===== src/logic/osc_consts.svh =====
// constants for the clock source select and trim sequencer
`ifndef OSC_CONSTS_SVH
`define OSC_CONSTS_SVH
`define ADR_CTRL 4'h0
`define ADR_TUNE1 4'h4
`define ADR_TUNE2 4'h8
`define ADR_STAT 4'hc
`define CTRL_SEQ_EN 0
`define CTRL_LOCK 1
`define CTRL_READY 2
`define CTRL_SRC_LO 4
`define STAT_TRIM_LO 8
`define TUNE_RST 16'h0000
`define STARTUP_CYCLES 11'h400
`define STARTUP_TC 10'h3ff
`define PLL_GAIN 6'h20
`define ROLL_SEL_HI 5
`define ROLL_SEL_LO 3
`define GRP_RC 2'h0
`define GRP_RC_PLL 2'h1
`define GRP_PRI 2'h2
`define GRP_PRI_PLL 2'h3
`define PMODE_EXT 2'h0
`define PMODE_XTAL 2'h2
`define PMODE_OFF 2'h3
`endif


===== src/logic/osc_pkg.sv =====
// types and mode decoding for the clock source select block
`include "osc_consts.svh"
package osc_pkg;
   typedef enum logic [2:0] {
      MODE_RC = 3'h0,
      MODE_RC_PLL = 3'h1,
      MODE_XTAL = 3'h2,
      MODE_EXT = 3'h3,
      MODE_EXT_PLL = 3'h6,
      MODE_XTAL_PLL = 3'h7
   } clk_mode_e;

   typedef enum logic [1:0] {
      ST_RESET = 2'h0,
      ST_CAPTURE = 2'h1,
      ST_START = 2'h3,
      ST_RUN = 2'h2
   } seq_state_e;

   function automatic logic is_pll(input clk_mode_e m);
      return m == MODE_RC_PLL || m == MODE_EXT_PLL || m == MODE_XTAL_PLL;
   endfunction

   function automatic logic is_xtal(input clk_mode_e m);
      return m == MODE_XTAL || m == MODE_XTAL_PLL;
   endfunction

   function automatic logic is_rc(input clk_mode_e m);
      return m == MODE_RC || m == MODE_RC_PLL;
   endfunction
endpackage


===== src/logic/trim_if.sv =====
// carrier between the sequencer and the trim multiplexer
`timescale 1ns/1ps
`default_nettype none
interface trim_if;
   logic seq_en;
   logic [2:0] sel;
   logic [31:0] fields;
   logic [3:0] trim;
   modport mux (input seq_en, input sel, input fields, output trim);
   modport ctrl (output seq_en, output sel, output fields, input trim);
endinterface
`default_nettype wire


===== src/logic/startup_timer.sv =====
// oscillator start-up delay counter
`timescale 1ns/1ps
`default_nettype none
`include "osc_consts.svh"
module startup_timer
   import osc_pkg::*;
(
   // clock and reset
   input wire logic clk_i,
   input wire logic rst_i,
   // control
   input wire logic restart_i,
   output logic done_o
);
   logic [9:0] cnt_r;
   logic done_r;

   always_ff @(posedge clk_i) begin
      if (rst_i || restart_i) begin
         cnt_r <= 10'h000;
         done_r <= 1'b0;
      end else if (!done_r) begin
         if (cnt_r == `STARTUP_TC) begin
            done_r <= 1'b1;
         end else begin
            cnt_r <= cnt_r + 10'h001;
         end
      end
   end

   assign done_o = done_r;

   a_restart_clears: assert property (@(posedge clk_i) disable iff (rst_i)
      restart_i |=> (cnt_r == 10'h000 && !done_o))
      else $error("start-up counter not cleared on restart");

   a_done_at_tc: assert property (@(posedge clk_i) disable iff (rst_i)
      $rose(done_o) |-> $past(cnt_r) == `STARTUP_TC)
      else $error("start-up done before terminal count");
endmodule
`default_nettype wire


===== src/logic/trim_mux.sv =====
// eight-way trim value multiplexer with registered output
`timescale 1ns/1ps
`default_nettype none
module trim_mux
   import osc_pkg::*;
(
   // clock and reset
   input wire logic clk_i,
   input wire logic rst_i,
   // trim fields and select
   trim_if.mux tif
);
   logic [3:0] nib [8];
   logic [3:0] trim_r;

   // nibble 0 is the user trim and the first sequence value, 1..7 the rest of the sequence
   for (genvar i = 0; i < 8; i++) begin : g_nib
      assign nib[i] = tif.fields[i*4 +: 4];
   end

   always_ff @(posedge clk_i) begin
      if (rst_i) begin
         trim_r <= 4'h0;
      end else if (tif.seq_en) begin
         trim_r <= nib[tif.sel];
      end else begin
         trim_r <= nib[0];
      end
   end

   assign tif.trim = trim_r;

   a_user_trim_only: assert property (@(posedge clk_i) disable iff (rst_i)
      !tif.seq_en |=> tif.trim == $past(tif.fields[3:0]))
      else $error("user trim not applied with sequencing off");

   a_seq_upper: assert property (@(posedge clk_i) disable iff (rst_i)
      (tif.seq_en && tif.sel[2]) |=>
      tif.trim == $past(tif.fields[16 + tif.sel[1:0]*4 +: 4]))
      else $error("upper sequence field not routed");
endmodule
`default_nettype wire


===== src/logic/osc_select_trim_sequencer.sv =====
// clock source selection, start-up delay and rc trim sequencing
`timescale 1ns/1ps
`default_nettype none
`include "osc_consts.svh"
module osc_select_trim_sequencer
   import osc_pkg::*;
(
   // clock and reset
   input wire logic clk_i,
   input wire logic rst_i,
   // wishbone slave
   input wire logic wb_cyc_i,
   input wire logic wb_stb_i,
   input wire logic wb_we_i,
   input wire logic [3:0] wb_adr_i,
   input wire logic [3:0] wb_sel_i,
   input wire logic [31:0] wb_dat_i,
   output logic [31:0] wb_dat_o,
   output logic wb_ack_o,
   // configuration straps
   input wire logic [1:0] cfg_osc_group_sel_i,
   input wire logic [1:0] cfg_primary_osc_mode_i,
   input wire logic cfg_osc_out_pin_func_i,
   input wire logic cfg_freq_range_i,
   // events on this clock
   input wire logic wake_i,
   input wire logic pwm_rollover_i,
   // asynchronous status
   input wire logic pll_lock_i,
   input wire logic clk_fail_i,
   // second oscillator pin
   input wire logic osc_out_pin_i,
   output logic osc_out_pin_o,
   output logic osc_out_pin_oe_o,
   input wire logic gpio_out_i,
   input wire logic gpio_oe_i,
   output logic gpio_in_o,
   // oscillator and pll control
   output logic osc_in_pin_is_gpio_o,
   output logic xtal_drive_en_o,
   output logic frc_enable_o,
   output logic frc_range_o,
   output logic [3:0] frc_trim_o,
   output logic pll_enable_o,
   output logic [5:0] pll_gain_o,
   output logic pll_locked_o,
   output logic sys_clk_release_o,
   output logic [2:0] clk_source_o
);
   ////////////////////////////////////////////////////////////////////
   // declarations
   ////////////////////////////////////////////////////////////////////
   seq_state_e state_r, state_nxt;
   clk_mode_e mode_r;
   logic pin_func_r, range_r, lock_r, seq_en_r;
   logic [2:0] sync1_r, sync2_r;
   logic [15:0] tune1_r, tune2_r;
   logic [5:0] roll_r;
   logic ack_r;
   logic [31:0] dat_r;
   logic pin_out_r, pin_oe_r, gpio_in_r, in_gpio_r;
   logic xtal_r, frc_en_r, pll_en_r, release_r;
   logic restart, timer_done, clkout_en, out_is_gpio, wr, fail_s;

   trim_if tif ();

   ////////////////////////////////////////////////////////////////////
   // strap decode
   ////////////////////////////////////////////////////////////////////
   // unlisted strap pairs fall back to the rc source so the part runs
   function automatic clk_mode_e decode_mode(input logic [1:0] grp,
                                             input logic [1:0] pm);
      clk_mode_e m;
      m = MODE_RC;
      case (grp)
         `GRP_PRI_PLL: begin
            if (pm == `PMODE_XTAL) begin
               m = MODE_XTAL_PLL;
            end else if (pm == `PMODE_EXT) begin
               m = MODE_EXT_PLL;
            end
         end
         `GRP_PRI: begin
            if (pm == `PMODE_XTAL) begin
               m = MODE_XTAL;
            end else if (pm == `PMODE_EXT) begin
               m = MODE_EXT;
            end
         end
         `GRP_RC_PLL: begin
            if (pm == `PMODE_OFF) begin
               m = MODE_RC_PLL;
            end
         end
         default: begin
            m = MODE_RC;
         end
      endcase
      return m;
   endfunction
   ////////////////////////////////////////////////////////////////////
   // synchronisers for asynchronous inputs
   ////////////////////////////////////////////////////////////////////
   always_ff @(posedge clk_i) begin
      if (rst_i) begin
         sync1_r <= 3'h0;
         sync2_r <= 3'h0;
      end else begin
         sync1_r <= {osc_out_pin_i, clk_fail_i, pll_lock_i};
         sync2_r <= sync1_r;
      end
   end

   assign fail_s = sync2_r[1];
   ////////////////////////////////////////////////////////////////////
   // start-up sequence
   ////////////////////////////////////////////////////////////////////
   always_comb begin
      state_nxt = state_r;
      case (state_r)
         ST_RESET: begin
            state_nxt = ST_CAPTURE;
         end
         ST_CAPTURE: begin
            state_nxt = ST_START;
         end
         ST_START: begin
            // only a crystal waits for the counter
            if (!is_xtal(mode_r) || timer_done) begin
               state_nxt = ST_RUN;
            end
         end
         ST_RUN: begin
            if (wake_i) begin
               state_nxt = ST_START;
            end
         end
         default: begin
            state_nxt = ST_RESET;
         end
      endcase
   end

   always_ff @(posedge clk_i) begin
      if (rst_i) begin
         state_r <= ST_RESET;
      end else begin
         state_r <= state_nxt;
      end
   end

   // straps are caught two cycles after reset release, never under reset
   always_ff @(posedge clk_i) begin
      if (rst_i) begin
         mode_r <= MODE_RC;
         pin_func_r <= 1'b0;
         range_r <= 1'b0;
      end else if (state_r == ST_CAPTURE) begin
         mode_r <= decode_mode(cfg_osc_group_sel_i,
                               cfg_primary_osc_mode_i);
         pin_func_r <= cfg_osc_out_pin_func_i;
         range_r <= cfg_freq_range_i;
      end
   end

   assign restart = (state_r == ST_CAPTURE) || (state_r == ST_RUN && wake_i);
   startup_timer u_timer (
      .clk_i(clk_i),
      .rst_i(rst_i),
      .restart_i(restart),
      .done_o(timer_done)
   );

   always_ff @(posedge clk_i) begin
      if (rst_i) begin
         release_r <= 1'b0;
      end else begin
         release_r <= (state_nxt == ST_RUN);
      end
   end

   ////////////////////////////////////////////////////////////////////
   // oscillator, pll and pin control
   ////////////////////////////////////////////////////////////////////
   // crystal modes keep the pin as the crystal drive, so no clock out
   assign clkout_en = pin_func_r && !is_xtal(mode_r)
                      && state_r != ST_RESET && state_r != ST_CAPTURE;
   assign out_is_gpio = !pin_func_r && !is_xtal(mode_r);
   always_ff @(posedge clk_i) begin
      if (rst_i) begin
         pin_out_r <= 1'b0;
         pin_oe_r <= 1'b0;
      end else if (clkout_en) begin
         pin_out_r <= !pin_out_r;
         pin_oe_r <= 1'b1;
      end else if (out_is_gpio) begin
         pin_out_r <= gpio_out_i;
         pin_oe_r <= gpio_oe_i;
      end else begin
         pin_out_r <= 1'b0;
         pin_oe_r <= 1'b0;
      end
   end

   always_ff @(posedge clk_i) begin
      if (rst_i) begin
         in_gpio_r <= 1'b0;
         xtal_r <= 1'b0;
         frc_en_r <= 1'b1;
         pll_en_r <= 1'b0;
         lock_r <= 1'b0;
         gpio_in_r <= 1'b0;
      end else begin
         in_gpio_r <= is_rc(mode_r);
         xtal_r <= is_xtal(mode_r);
         frc_en_r <= is_rc(mode_r) || fail_s;
         pll_en_r <= is_pll(mode_r);
         lock_r <= sync2_r[0];
         gpio_in_r <= sync2_r[2];
      end
   end

   ////////////////////////////////////////////////////////////////////
   // rollover count and trim selection
   ////////////////////////////////////////////////////////////////////
   always_ff @(posedge clk_i) begin
      if (rst_i) begin
         roll_r <= 6'h00;
      end else if (pwm_rollover_i) begin
         roll_r <= roll_r + 6'h01;
      end
   end

   assign tif.seq_en = seq_en_r;
   assign tif.sel = roll_r[`ROLL_SEL_HI:`ROLL_SEL_LO];
   assign tif.fields = {tune2_r, tune1_r};
   trim_mux u_mux (
      .clk_i(clk_i),
      .rst_i(rst_i),
      .tif(tif)
   );

   ////////////////////////////////////////////////////////////////////
   // wishbone registers
   ////////////////////////////////////////////////////////////////////
   // one wait state: ack rises the cycle after the strobe
   assign wr = wb_cyc_i && wb_stb_i && wb_we_i && ack_r;
   always_ff @(posedge clk_i) begin
      if (rst_i) begin
         ack_r <= 1'b0;
      end else begin
         ack_r <= wb_cyc_i && wb_stb_i && !ack_r;
      end
   end

   always_ff @(posedge clk_i) begin
      if (rst_i) begin
         seq_en_r <= 1'b0;
         tune1_r <= `TUNE_RST;
         tune2_r <= `TUNE_RST;
      end else if (wr) begin
         case (wb_adr_i)
            `ADR_CTRL: begin
               if (wb_sel_i[0]) begin
                  seq_en_r <= wb_dat_i[`CTRL_SEQ_EN];
               end
            end
            `ADR_TUNE1: begin
               if (wb_sel_i[0]) begin
                  tune1_r[7:0] <= wb_dat_i[7:0];
               end
               if (wb_sel_i[1]) begin
                  tune1_r[15:8] <= wb_dat_i[15:8];
               end
            end
            `ADR_TUNE2: begin
               if (wb_sel_i[0]) begin
                  tune2_r[7:0] <= wb_dat_i[7:0];
               end
               if (wb_sel_i[1]) begin
                  tune2_r[15:8] <= wb_dat_i[15:8];
               end
            end
            default: begin
               seq_en_r <= seq_en_r;
            end
         endcase
      end
   end

   // unmapped offsets still ack and read as zero
   always_ff @(posedge clk_i) begin
      if (rst_i) begin
         dat_r <= 32'h0000_0000;
      end else begin
         dat_r <= 32'h0000_0000;
         case (wb_adr_i)
            `ADR_CTRL: begin
               dat_r[`CTRL_SEQ_EN] <= seq_en_r;
               dat_r[`CTRL_LOCK] <= lock_r;
               dat_r[`CTRL_READY] <= release_r;
               dat_r[`CTRL_SRC_LO +: 3] <= mode_r;
            end
            `ADR_TUNE1: begin
               dat_r[15:0] <= tune1_r;
            end
            `ADR_TUNE2: begin
               dat_r[15:0] <= tune2_r;
            end
            `ADR_STAT: begin
               dat_r[5:0] <= roll_r;
               dat_r[`STAT_TRIM_LO +: 4] <= tif.trim;
            end
            default: begin
               dat_r <= 32'h0000_0000;
            end
         endcase
      end
   end

   ////////////////////////////////////////////////////////////////////
   // outputs
   ////////////////////////////////////////////////////////////////////
   assign wb_ack_o = ack_r;
   assign wb_dat_o = dat_r;
   assign osc_out_pin_o = pin_out_r;
   assign osc_out_pin_oe_o = pin_oe_r;
   assign gpio_in_o = gpio_in_r;
   assign osc_in_pin_is_gpio_o = in_gpio_r;
   assign xtal_drive_en_o = xtal_r;
   assign frc_enable_o = frc_en_r;
   assign frc_range_o = range_r;
   assign frc_trim_o = tif.trim;
   assign pll_enable_o = pll_en_r;
   assign pll_gain_o = `PLL_GAIN;
   assign pll_locked_o = lock_r;
   assign sys_clk_release_o = release_r;
   assign clk_source_o = mode_r;
   ////////////////////////////////////////////////////////////////////
   // checks
   ////////////////////////////////////////////////////////////////////
   a_lock_mirror: assert property (@(posedge clk_i) disable iff (rst_i)
      sync2_r[0] |=> pll_locked_o) else $error("lock not mirrored");
   a_clkout_div2: assert property (@(posedge clk_i) disable iff (rst_i)
      (clkout_en && $past(clkout_en)) |=> osc_out_pin_o != $past(osc_out_pin_o))
      else $error("clock out is not divided by two");
   a_ext_gpio: assert property (@(posedge clk_i) disable iff (rst_i)
      (mode_r == MODE_EXT && !pin_func_r && !gpio_oe_i) |=> !osc_out_pin_oe_o)
      else $error("second pin driven in external I/O mode");
   a_rc_power: assert property (@(posedge clk_i) disable iff (rst_i)
      (is_rc(mode_r) || fail_s) |=> frc_enable_o)
      else $error("rc oscillator off when needed");
   a_pll_on: assert property (@(posedge clk_i) disable iff (rst_i)
      (state_r == ST_RUN && is_pll(mode_r)) |=> pll_enable_o)
      else $error("pll not enabled in pll mode");
   a_xtal_hold: assert property (@(posedge clk_i) disable iff (rst_i)
      (state_r == ST_START && is_xtal(mode_r) && !timer_done) |=>
      !sys_clk_release_o)
      else $error("crystal clock released before count");
   a_rc_in_gpio: assert property (@(posedge clk_i) disable iff (rst_i)
      (state_r == ST_RUN && is_rc(mode_r)) |=> osc_in_pin_is_gpio_o)
      else $error("first pin not I/O in rc mode");
endmodule
`default_nettype wire


===== config.mk =====
export PLATFORM = sky130hd
export DESIGN_NAME = osc_select_trim_sequencer
export DESIGN_NICKNAME = d
export VERILOG_FILES = /design/src/logic/osc_pkg.sv /design/src/logic/trim_if.sv /design/src/logic/startup_timer.sv /design/src/logic/trim_mux.sv /design/src/logic/osc_select_trim_sequencer.sv
export VERILOG_INCLUDE_DIRS = /design/src /design/src/logic
export SDC_FILE = /design/constraint.sdc
export NUM_CORES = 1
export LEC_CHECK = 0
export ABC_AREA = 1
export BUFFER_PORTS_ARGS = -buffer_cell sky130_fd_sc_hd__buf_2
export CAP_MARGIN = 5
export CELL_PAD_IN_SITES_DETAIL_PLACEMENT = 1
export CELL_PAD_IN_SITES_GLOBAL_PLACEMENT = 1
export CORE_MARGIN = 4
export CORE_UTILIZATION = 30
export DETAILED_ROUTE_END_ITERATION = 8
export GPL_ROUTABILITY_DRIVEN = 0
export HOLD_SLACK_MARGIN = 0.1
export PLACE_DENSITY_LB_ADDON = 0.2
export SLEW_MARGIN = 20
export SYNTH_ARGS = -nofsm -noshare
export SYNTH_HDL_FRONTEND = slang
export SYNTH_SLANG_ARGS = --single-unit
export TNS_END_PERCENT = 5

===== constraint.sdc =====
create_clock -name clk_i -period 1.81 [get_ports clk_i]
set_input_delay 0.0905 -clock clk_i [delete_from_list [all_inputs] [get_ports clk_i]]
set_output_delay 0.0905 -clock clk_i [all_outputs]
set_load 0.1 [all_outputs]

Word level (Yosys, flattened, before mapping)

Cells that the tools add are included.

Memories kept: 0
Input bits: 58
Bits in latches: 0
Word-level logic and storage cells: 109
Memory bits (writable): 0
Output and inout port bits: 56
Register bits after elaboration: 109
Memory bits (read-only): 0

Shift operators: 0
$add $sub $neg: 2
Bitwise gates (word level): 3
Muxes and demuxes: 26
Equality and inequality tests: 18
Multiply operators: 0
Divide/modulo/power cells: 0
Order comparisons: 1
Reduce and logical (&&, ||, !) cells: 32

Operators by type and width:

| operator              | number |
|---|---|
| $pmux 2 s4            | 2 |
| $reduce_and 3->1      | 5 |
| $eq 2x2->1 const B    | 7 |
| $bmux 4 s3            | 1 |
| $mux 4                | 3 |
| $pmux 3 s4            | 1 |
| $pmux 4 s3            | 1 |
| $add 10x1->10 const B | 1 |
| $eq 10x10->1 const B  | 1 |
| $logic_and 1x1->1     | 9 |
| $pmux 3 s3            | 1 |
| $eq 4x4->1 const B    | 2 |
| $logic_or 1x1->1      | 8 |
| $mux 2                | 4 |
| $pmux 4 s2            | 1 |
| $mux 1                | 7 |
| $add 6x1->6 const B   | 1 |
| $eq 3x3->1 const B    | 2 |
| $mux 3                | 2 |
| $pmux 1 s3            | 2 |
| $eq 2x1->1 const B    | 2 |
| $eq 4x3->1 const B    | 1 |
| $ge 4x4->1 const B    | 1 |
| $logic_not 1->1       | 4 |
| other kinds (11)      | 13 |

Longest topological paths before layout

Gate-level depths: netlist (run 1).

Depth in word-level cells: 7
Mapped depth: 9
Gate-level depth less buffers: 8

Modules after synthesis

A second synthesis (run 1) with hierarchy kept.

Cell total of the unflattened synthesis: 695
Area, all modules: 4625.7 µm²

Modules (own cells, without submodules):

| module                    | cells an instance | sequential area each (µm²) | area an instance (µm²) | instances |
|---|---|---|---|---|
| osc_select_trim_sequencer | 494               | 1561.5                     | 3474.6                 | 1 |
| startup_timer             | 89                | 220.2                      | 594.3                  | 1 |
| trim_mux                  | 112               | 80.1                       | 556.8                  | 1 |

Least setup slack after synthesis (run 1)

Ideal clock, no wire load.

Path kind: reg2reg
Start point: register ack_r (netlist: wb_ack_o)
End point: register tune1_r[7]
Clock period less this slack: 1.904 ns
Cell stages (with the launch flop): 8
Arrival: 1.838 ns
Setup slack: -0.094 ns
Library setup time: 0.066 ns
Path buffers: 1
Data required time: 1.744 ns
Cells stage by stage: dfxtp_1 nand2_1 nor2_1 nand2_1 nor2_4 buf_6 o21ai_2 a21oi_2

Cells in the longest elaborated chain, start to end: 2

Ends and longest elaborated chain:

| what                       | RTL line                         | RTL |
|---|---|---|
| start: declaration         | osc_select_trim_sequencer.sv:59  | `logic ack_r;` |
| start signal: assignment   | osc_select_trim_sequencer.sv:252 | `ack_r <= wb_cyc_i && wb_stb_i && !ack_r;` |
| $logic_and 1x1->1          | osc_select_trim_sequencer.sv:247 | `assign wr = wb_cyc_i && wb_stb_i && wb_we_i && ack_r;` |
| $reduce_and 3->1 (no line) | n/a                              |  |
| end signal: assignment     | osc_select_trim_sequencer.sv:259 | `` tune1_r <= `TUNE_RST; `` |
| end signal: assignment     | osc_select_trim_sequencer.sv:270 | `tune1_r[7:0] <= wb_dat_i[7:0];` |
| end: declaration           | osc_select_trim_sequencer.sv:57  | `logic [15:0] tune1_r, tune2_r;` |

Every way passes these cells.
A chain may end at the register's enable or synchronous reset.

Final worst setup path (run 1)

Start point: register state_r[1]
End point: register mode_r[2] (netlist: clk_source_o[2])

Cells in the longest elaborated chain, start to end: 1

Ends and longest elaborated chain:

| what                     | RTL line                         | RTL |
|---|---|---|
| start: declaration       | osc_select_trim_sequencer.sv:53  | `seq_state_e state_r, state_nxt;` |
| start signal: assignment | osc_select_trim_sequencer.sv:148 | `state_r <= state_nxt;` |
| $eq 2x1->1               | osc_select_trim_sequencer.sv:158 | `end else if (state_r == ST_CAPTURE) begin` |
| end signal: assignment   | osc_select_trim_sequencer.sv:159 | `mode_r <= decode_mode(cfg_osc_group_sel_i,` |
| end: declaration         | osc_select_trim_sequencer.sv:54  | `clk_mode_e mode_r;` |

Every way passes these cells.

==> flow_summary_export.csv, run 1 <==
group,metric,value,unit
outcome,status,"completed",
layout,drive_above_1_share,17.9,%
sta,grt_setup_unrepaired,"false",
sta,hold_viol_final,0,
grt,grt_overflow,0,
setup_path,critPathLaunchType,"flip-flop",
sta,clock.fmax,0.618,GHz
floorplan,die_area,15900,µm²
power_and_ir_drop,pwr-share-clk,41.4,%
cts,clock_path_buffers,2,
cts,cts_root_buf,"clkbuf_16",
cts,clock_latency,0.35,ns
power_and_ir_drop,p_per_area,873,nW/µm²
drt,wl_per_cell,14.3,µm
drt,totalWireLength,12200,µm
drt,drtIter0Drc,160,
cts,cts_tree,"done",
job,drv_cap,0,
sta,period_share,89.4,%
placed_design,dpl_worst_slack,0.234,ns
layout,multiInputGateArea,1810,µm²
hold_path,min-delay-path-class,"primary input to flip-flop",
setup_path,crit_top_cell,"nand2_1",
drt,viasPerCell,4.58,
grt,grt_pass1_vias,4159,
setup_path,cp_data_arrival_time,1.91,ns
synthesis,syn_area_per_cell,7.30,µm²
synthesis,ys_ff_latch,93,
sta,setup_slack,0.191,ns
placed_design,placed_cells,808,
drt,wl_met2,5790,µm
power_and_ir_drop,vdd_drop_max,0.000500,V
layout,seqCellArea,1860,µm²
grt,antenna_found_initial,0,
layout,final_core_util,39.1,%
synthesis,syn_area,4190,µm²
layout,final_common_cell,"nand2_1",
layout,fin_nets,737,
drt,highest_layer,"met4",
sta,period_needed,1.62,ns
power_and_ir_drop,power.leakage,2.35,nW
sta,finalSetupViolCount,0,
floorplan,rows,42,
drt,num_vias,3932,
floorplan,io_pins,114,
cts,postCtsResizedCells,0,
setup_path,cp_cell_sequence,"inv_1, nand2_1, nor2_1, nand2_1, o22ai_1, dlygate4sd3_1",
drt,drc,0,
synthesis,syn_inst,574,
layout,area_growth,25.6,%
sta,slew_viol_final,0,
cts,cts-buffers-inserted,9,
sta,finalSetupTns,0,ns
sta,skew,0.00759,ns
synthesis,ys_seq_area_share,44.4,%
cts,htreeDepth,3,
power_and_ir_drop,power,4.59,mW
setup_path,crit_required,2.10,ns
power_and_ir_drop,pwr-share-seq,45.9,%
layout,fillers,1699,
floorplan,coreArea,13500,µm²
power_and_ir_drop,switchingPower,1.31,mW
setup_path,crit_slowest_cell,"dlygate4sd3_1",
floorplan,die_h,126,µm
placed_design,place_hpwl,8850,µm
layout,instances_no_fill,859,
placed_design,port_buffers,73,
grt,grt_max_degree,48,
grt,grtUsageTotal,15.7,%
drt,ant_nets,0,
setup_path,critPathMaxFanout,4,
floorplan,fp.dieW,126,µm
synthesis,synth_cell_types,35,
drt,wl_met3,781,µm
synthesis,yosysWarnings,0,
cts,clk_pin_slew,0.07,ns
power_and_ir_drop,p_int,3.28,mW
grt,grt_first_pass_wirelength,20300,µm
power_and_ir_drop,swShare,28.5,%
drt,met1_length,5550,µm
drt,first_pass_iters,6,
setup_path,critical_path_class,"flip-flop to flip-flop",
layout,final_cell_mix,"nand2_1, dfxtp_1, inv_1, buf_2, nor2_1",
power_and_ir_drop,pwr-share-comb,12.8,%
cts,clkSinkCount,93,
setup_path,slowest_delay,0.57,ns
floorplan,start_util,31.2,%
setup_path,end_kind,"flip-flop",
## worst paths after layout
| kind | startpoint | to | slack (ns) | cells after the start |
|---|---|---|---|---|
| worst max-delay path | state_r[1] | clk_source_o[2] | 0.19 | 6 |
| worst min-delay path | wake_i | sys_clk_release_o | 0.18 | 6 |
| worst max register to register | state_r[1] | clk_source_o[2] | 0.19 | 6 |
| worst min register to register | sync1_r[1] | sync2_r[1] | 0.40 | 2 |
## worst max-delay path, delay by kind of cell (launching register included)
| kind | cells | cell delay (ns) |
|---|---|---|
| buffers and inverters | 2 | 0.67 |
| AND/OR/NAND/NOR | 3 | 0.41 |
| AO/OA/AOI/OAI | 1 | 0.13 |
| flip-flops | 1 | 0.35 |
## through the flow
| step | hold slack (ns) | area (µm²) |
|---|---|---|
| floorplan | 0.181 | 4270 |
| global placement | 0.294 | 4620 |
| detailed placement | 0.300 | 4620 |
| CTS | 0.168 | 5220 |
| global route | 0.243 | 5260 |
| finish | 0.177 | 5260 |
## power groups by stage
stage               Clock, mW  Sequential [mW]  Combinational, mW
floorplan                   0             2.26              0.358
global placement            0             2.15              0.533
detailed placement          0             2.15              0.539
CTS                      1.97             2.11              0.589
global route             2.06             2.11              0.631
finish                   1.90             2.11              0.587
## metal layers
layer | up-vias | track usage [%]
li1 | 1990 | -
met1 | 1844 | 19.4
met2 | 90 | 26.5
met3 | 8 | 5.25
met4 | 0 | 3.97
met5 | - | 0
## sequential cells by signal, indices dropped and copies added (netlist names)
register              cells
tune1_r                  16
tune2_r                  16
wb_dat_o                 16
u_timer.cnt_r            10
roll_r                    6
u_mux.tif.trim            4
clk_source_o              3
sync1_r                   3
sync2_r                   3
state_r                   2
frc_enable_o              1
frc_range_o               1
gpio_in_o                 1
osc_in_pin_is_gpio_o      1
osc_out_pin_o             1
osc_out_pin_oe_o          1
pin_func_r                1
pll_enable_o              1
pll_locked_o              1
seq_en_r                  1
sys_clk_release_o         1
u_timer.done_o            1
wb_ack_o                  1
xtal_drive_en_o           1
## cells in the mapped netlist
library cell,n,area share [%]
buf_2,7,0.84
o211ai_1,6,1.1
nand3_1,31,3.7
nand4_1,4,0.60
nand3_2,1,0.24
inv_1,80,7.2
nand3_4,1,0.42
nor2_4,4,1.1
nand2_2,1,0.15
o22ai_1,5,0.75
xor2_1,4,0.84
o21ai_2,4,0.84
inv_2,2,0.18
a31oi_1,1,0.15
a21oi_2,4,0.84
conb_1,2,0.18
buf_1,1,0.089
nor3_1,6,0.72
dfxtp_1,93,44
nand2_4,1,0.27
o21ai_0,58,6.9
clkbuf_1,6,0.54
nor2_2,2,0.30
clkinv_1,2,0.18
buf_8,1,0.36
nor2_8,1,0.48
buf_4,23,4.1
buf_6,3,0.81
a22oi_1,1,0.18
nor2_1,61,5.5
nand2_1,104,9.3
o21ai_1,2,0.24
a21oi_1,49,5.9
ha_1,2,0.60
or2_2,1,0.15
## cells by family after synthesis
| kind of cell | Yosys count | synth area share (%) |
|---|---|---|
| other | 2 | 0.179 |
| buffers and inverters | 125 | 14.3 |
| flip-flops | 93 | 44.4 |
| AO/OA/AOI/OAI | 130 | 16.8 |
| adder cells (fa/ha/maj) | 2 | 0.597 |
| XOR/XNOR | 4 | 0.836 |
| AND/OR/NAND/NOR | 218 | 22.9 |
## repair_timing
item                       CTS  global route
setup endpoints to repair    0             1
buffers inserted             0             4
hold endpoints to repair    47             0
hold buffers                30             0
## layout make-up
type	instances	area share, %
Tap cell	176	4.18
Multi-Input combinational cell	376	34.3
Sequential cell	93	35.4
Timing Repair Buffer	113	14.3
Antenna cell	1	0.0476
Inverter	84	5.99
Clock inverter	7	1.45
Clock buffer	9	4.28
(Power assumes the default switching activity.)
==> run 2, diff against run 1 <==
Settings changed: ABC_AREA 1 to 0, GPL_ROUTABILITY_DRIVEN 0 to not set.
==> run 2 against run 1 <==
  * Wire length down 12%
  * Global-route usage down 0.76 points
  * Worst setup slack worse by 0.023 ns
  * Clock power up 21%
  * Utilization up 0.51 points
  * Synthesized cell count down 29%
  * Critical path depth down 1
  * Cell count down 19%
  * Flip-flop and latch count unchanged
  * Maximum frequency down 1.4%
  * Critical path type is now primary input to flip-flop
  * Highest routed layer unchanged
==> flow_summary_export.csv, run 2 <==
group,metric,value,unit
drt,wl_per_cell,15.5,µm
synthesis,synth_ff_type,"dfxtp_1",
hold_path,min-delay-path-class,"primary input to flip-flop",
floorplan,io_pins,114,
cts,cts_tree,"done",
cts,clkSinkCount,93,
grt,grtUsageTotal,15.0,%
synthesis,synth_top_cell_area_share,46.3,%
setup_path,path_depth,5,
drt,totalWireLength,10800,µm
sta,tightestPinTransition,0.529,ns
drt,first_pass_iters,4,
setup_path,r2r_setup_slack,0.25,ns
drt,drtIter0Drc,139,
setup_path,crit_top_cell,"dlygate4sd3_1",
layout,final_common_cell,"dfxtp_1",
sta,finalSetupTns,0,ns
setup_path,cp_data_arrival_time,1.87,ns
floorplan,die_h,124,µm
cts,cts-buffers-inserted,9,
synthesis,synthArstFlopShare,0,%
sta,skew,0.00694,ns
cts,clock_path_buffers,2,
placed_design,placed_cells,645,
drt,ant_nets,0,
grt,antenna_found_initial,0,
synthesis,ys_ff_latch,93,
placed_design,place_hpwl,7800,µm
setup_path,crit_end,"wb_ack_o",
drt,viasPerCell,4.76,
setup_path,end_kind,"flip-flop",
power_and_ir_drop,vdd_drop_max,0.000451,V
setup_path,crit_slowest_cell,"dlygate4sd3_1",
setup_path,slowest_delay,0.56,ns
floorplan,rows,42,
synthesis,synth_edf_count,0,
layout,num_antenna_cells,0,
layout,instances_no_fill,696,
placed_design,finalWeightedCongestion,0.756,
setup_path,cp_cell_sequence,"dlygate4sd3_1, buf_2, buf_6, nor4bb_1, dlygate4sd3_1",
grt,grt_first_pass_wirelength,17700,µm
synthesis,synth_common_cells,"dfxtp_1, nor2_1, mux2i_1",
job,drv_cap,0,
layout,final_cell_mix,"dfxtp_1, buf_2, nor2_1, mux2i_1, dlygate4sd3_1",
grt,grt_overflow,0,
floorplan,coreArea,13200,µm²
layout,fin_nets,575,
sta,period_share,90.7,%
cts,htreeDepth,3,
setup_path,reg2reg_depth,5,
setup_path,startpoint,"rst_i",
synthesis,syn_area_per_cell,9.88,µm²
sta,max_slew_margin,64.4,%
setup_path,critPathMaxFanout,38,
outcome,status,"completed",
cts,cts_root_buf,"clkbuf_16",
grt,grt_pass1_vias,3430,
synthesis,yosysWarnings,0,
layout,drive_above_1_share,23.1,%
sta,slew_viol_final,0,
synthesis,synthTopCellsByArea,"dfxtp_1, mux2i_1, nor2_1",
sta,finalSetupViolCount,0,
sta,clock.fmax,0.609,GHz
cts,clock_latency,0.35,ns
drt,drc,0,
floorplan,fp.dieW,124,µm
synthesis,ys_seq_area_share,46.3,%
grt,grt_max_degree,39,
power_and_ir_drop,power,5.05,mW
synthesis,syn_area,4020,µm²
layout,area_growth,30.0,%
setup_path,r2r_end,"clk_source_o[2]",
synthesis,yosysTopAreaCell,"dfxtp_1",
setup_path,crit_required,2.04,ns
setup_path,critPathBufInv,4,
sta,grt_setup_unrepaired,"false",
cts,clk_pin_slew,0.07,ns
synthesis,syn_inst,407,
sta,hold_viol_final,0,
sta,period_needed,1.64,ns
power_and_ir_drop,power.leakage,2.31,nW
synthesis,synth_cell_types,45,
setup_path,critPathLaunchType,"primary input",
setup_path,rr_startpoint,"state_r[0]",
power_and_ir_drop,p_per_area,966,nW/µm²
floorplan,die_area,15300,µm²
placed_design,port_buffers,73,
setup_path,critical_path_class,"primary input to flip-flop",
synthesis,synth.most_common_cell,"dfxtp_1",
setup_path,path_delay_family,"buffers and inverters",
drt,num_vias,3311,
floorplan,start_util,30.5,%
cts,cts_setup_buffers,0,
-- run 2: power breakdown --
group | internal (mW) | leakage, nW | switching [mW]
Clock | 1.48 | 0.175 | 0.808
Sequential | 2.09 | 0.754 | 0.0321
Combinational | 0.156 | 1.38 | 0.484
Total | 3.73 | 2.31 | 1.32
-- run 2: what timing repair did --
item,CTS,global route
setup endpoints to repair,0,1
hold buffers,35,0
hold endpoints to repair,49,0
gates resized for setup,0,1
-- run 2: cells by family (layout without fill, tap and decap cells) --
group | after synthesis | count (layout) | synth area share [%]
AOI/OAI and AO/OA | 54 | 54 | 8.83
xor gates and xnor gates | 8 | 8 | 1.74
adders and majority gates | 2 | 2 | 0.622
buffers and inverters | 43 | 136 | 6.38
DFF | 93 | 93 | 46.3
muxes | 49 | 49 | 14.8
other | 2 | 22 | 0.187
and+or+nand+nor | 156 | 156 | 21.1
-- run 2: per-stage QoR --
step,setup WS [ns],hold WS (ns),instance area (µm²),util (%)
after floorplan,0.150,0.219,4100,-
after global placement,0.312,0.300,4510,34.2
after detailed placement,0.278,0.318,4510,34.2
after CTS,0.0806,0.101,5220,39.6
after global routing,0.0941,0.133,5230,39.6
final,0.168,0.118,5230,39.6
-- run 2: cell type report --
class | count | area, µm²
Clock buffer | 9 | 225
Clock inverter | 7 | 138
Fill cell | 1538 | 7960
Inverter | 2 | 7.51
Multi-Input combinational cell | 291 | 1980
Sequential cell | 93 | 1860
Tap cell | 176 | 220
Timing Repair Buffer | 118 | 795
-- run 2: worst min-delay path by stage --
stage | depth (start not counted) | slack, ns | start | to
final | 3 | 0.12 | wb_adr_i[3] | wb_dat_o[8]
after global routing | 3 | 0.13 | wb_adr_i[3] | wb_dat_o[8]
after CTS | 3 | 0.10 | wb_adr_i[3] | wb_dat_o[8]
after detailed placement | 2 | 0.32 | pll_lock_i | sync1_r[0]
after global placement | 2 | 0.30 | osc_out_pin_i | sync1_r[2]
after floorplan | 1 | 0.22 | pll_lock_i | sync1_r[0]
-- run 2: tightest hold or removal path: stages --
cell     delay (ns)
buf_2          0.18
a22oi_1        0.09
nor2_1         0.07
-- run 2: layer usage --
layer	GRT usage (%)	vias up	wire [µm]
met2	23.6	78	5070
met4	6.02	0	184
li1	-	1617	-
met3	4.13	13	568
met1	19.4	1603	4950
met5	0	-	0
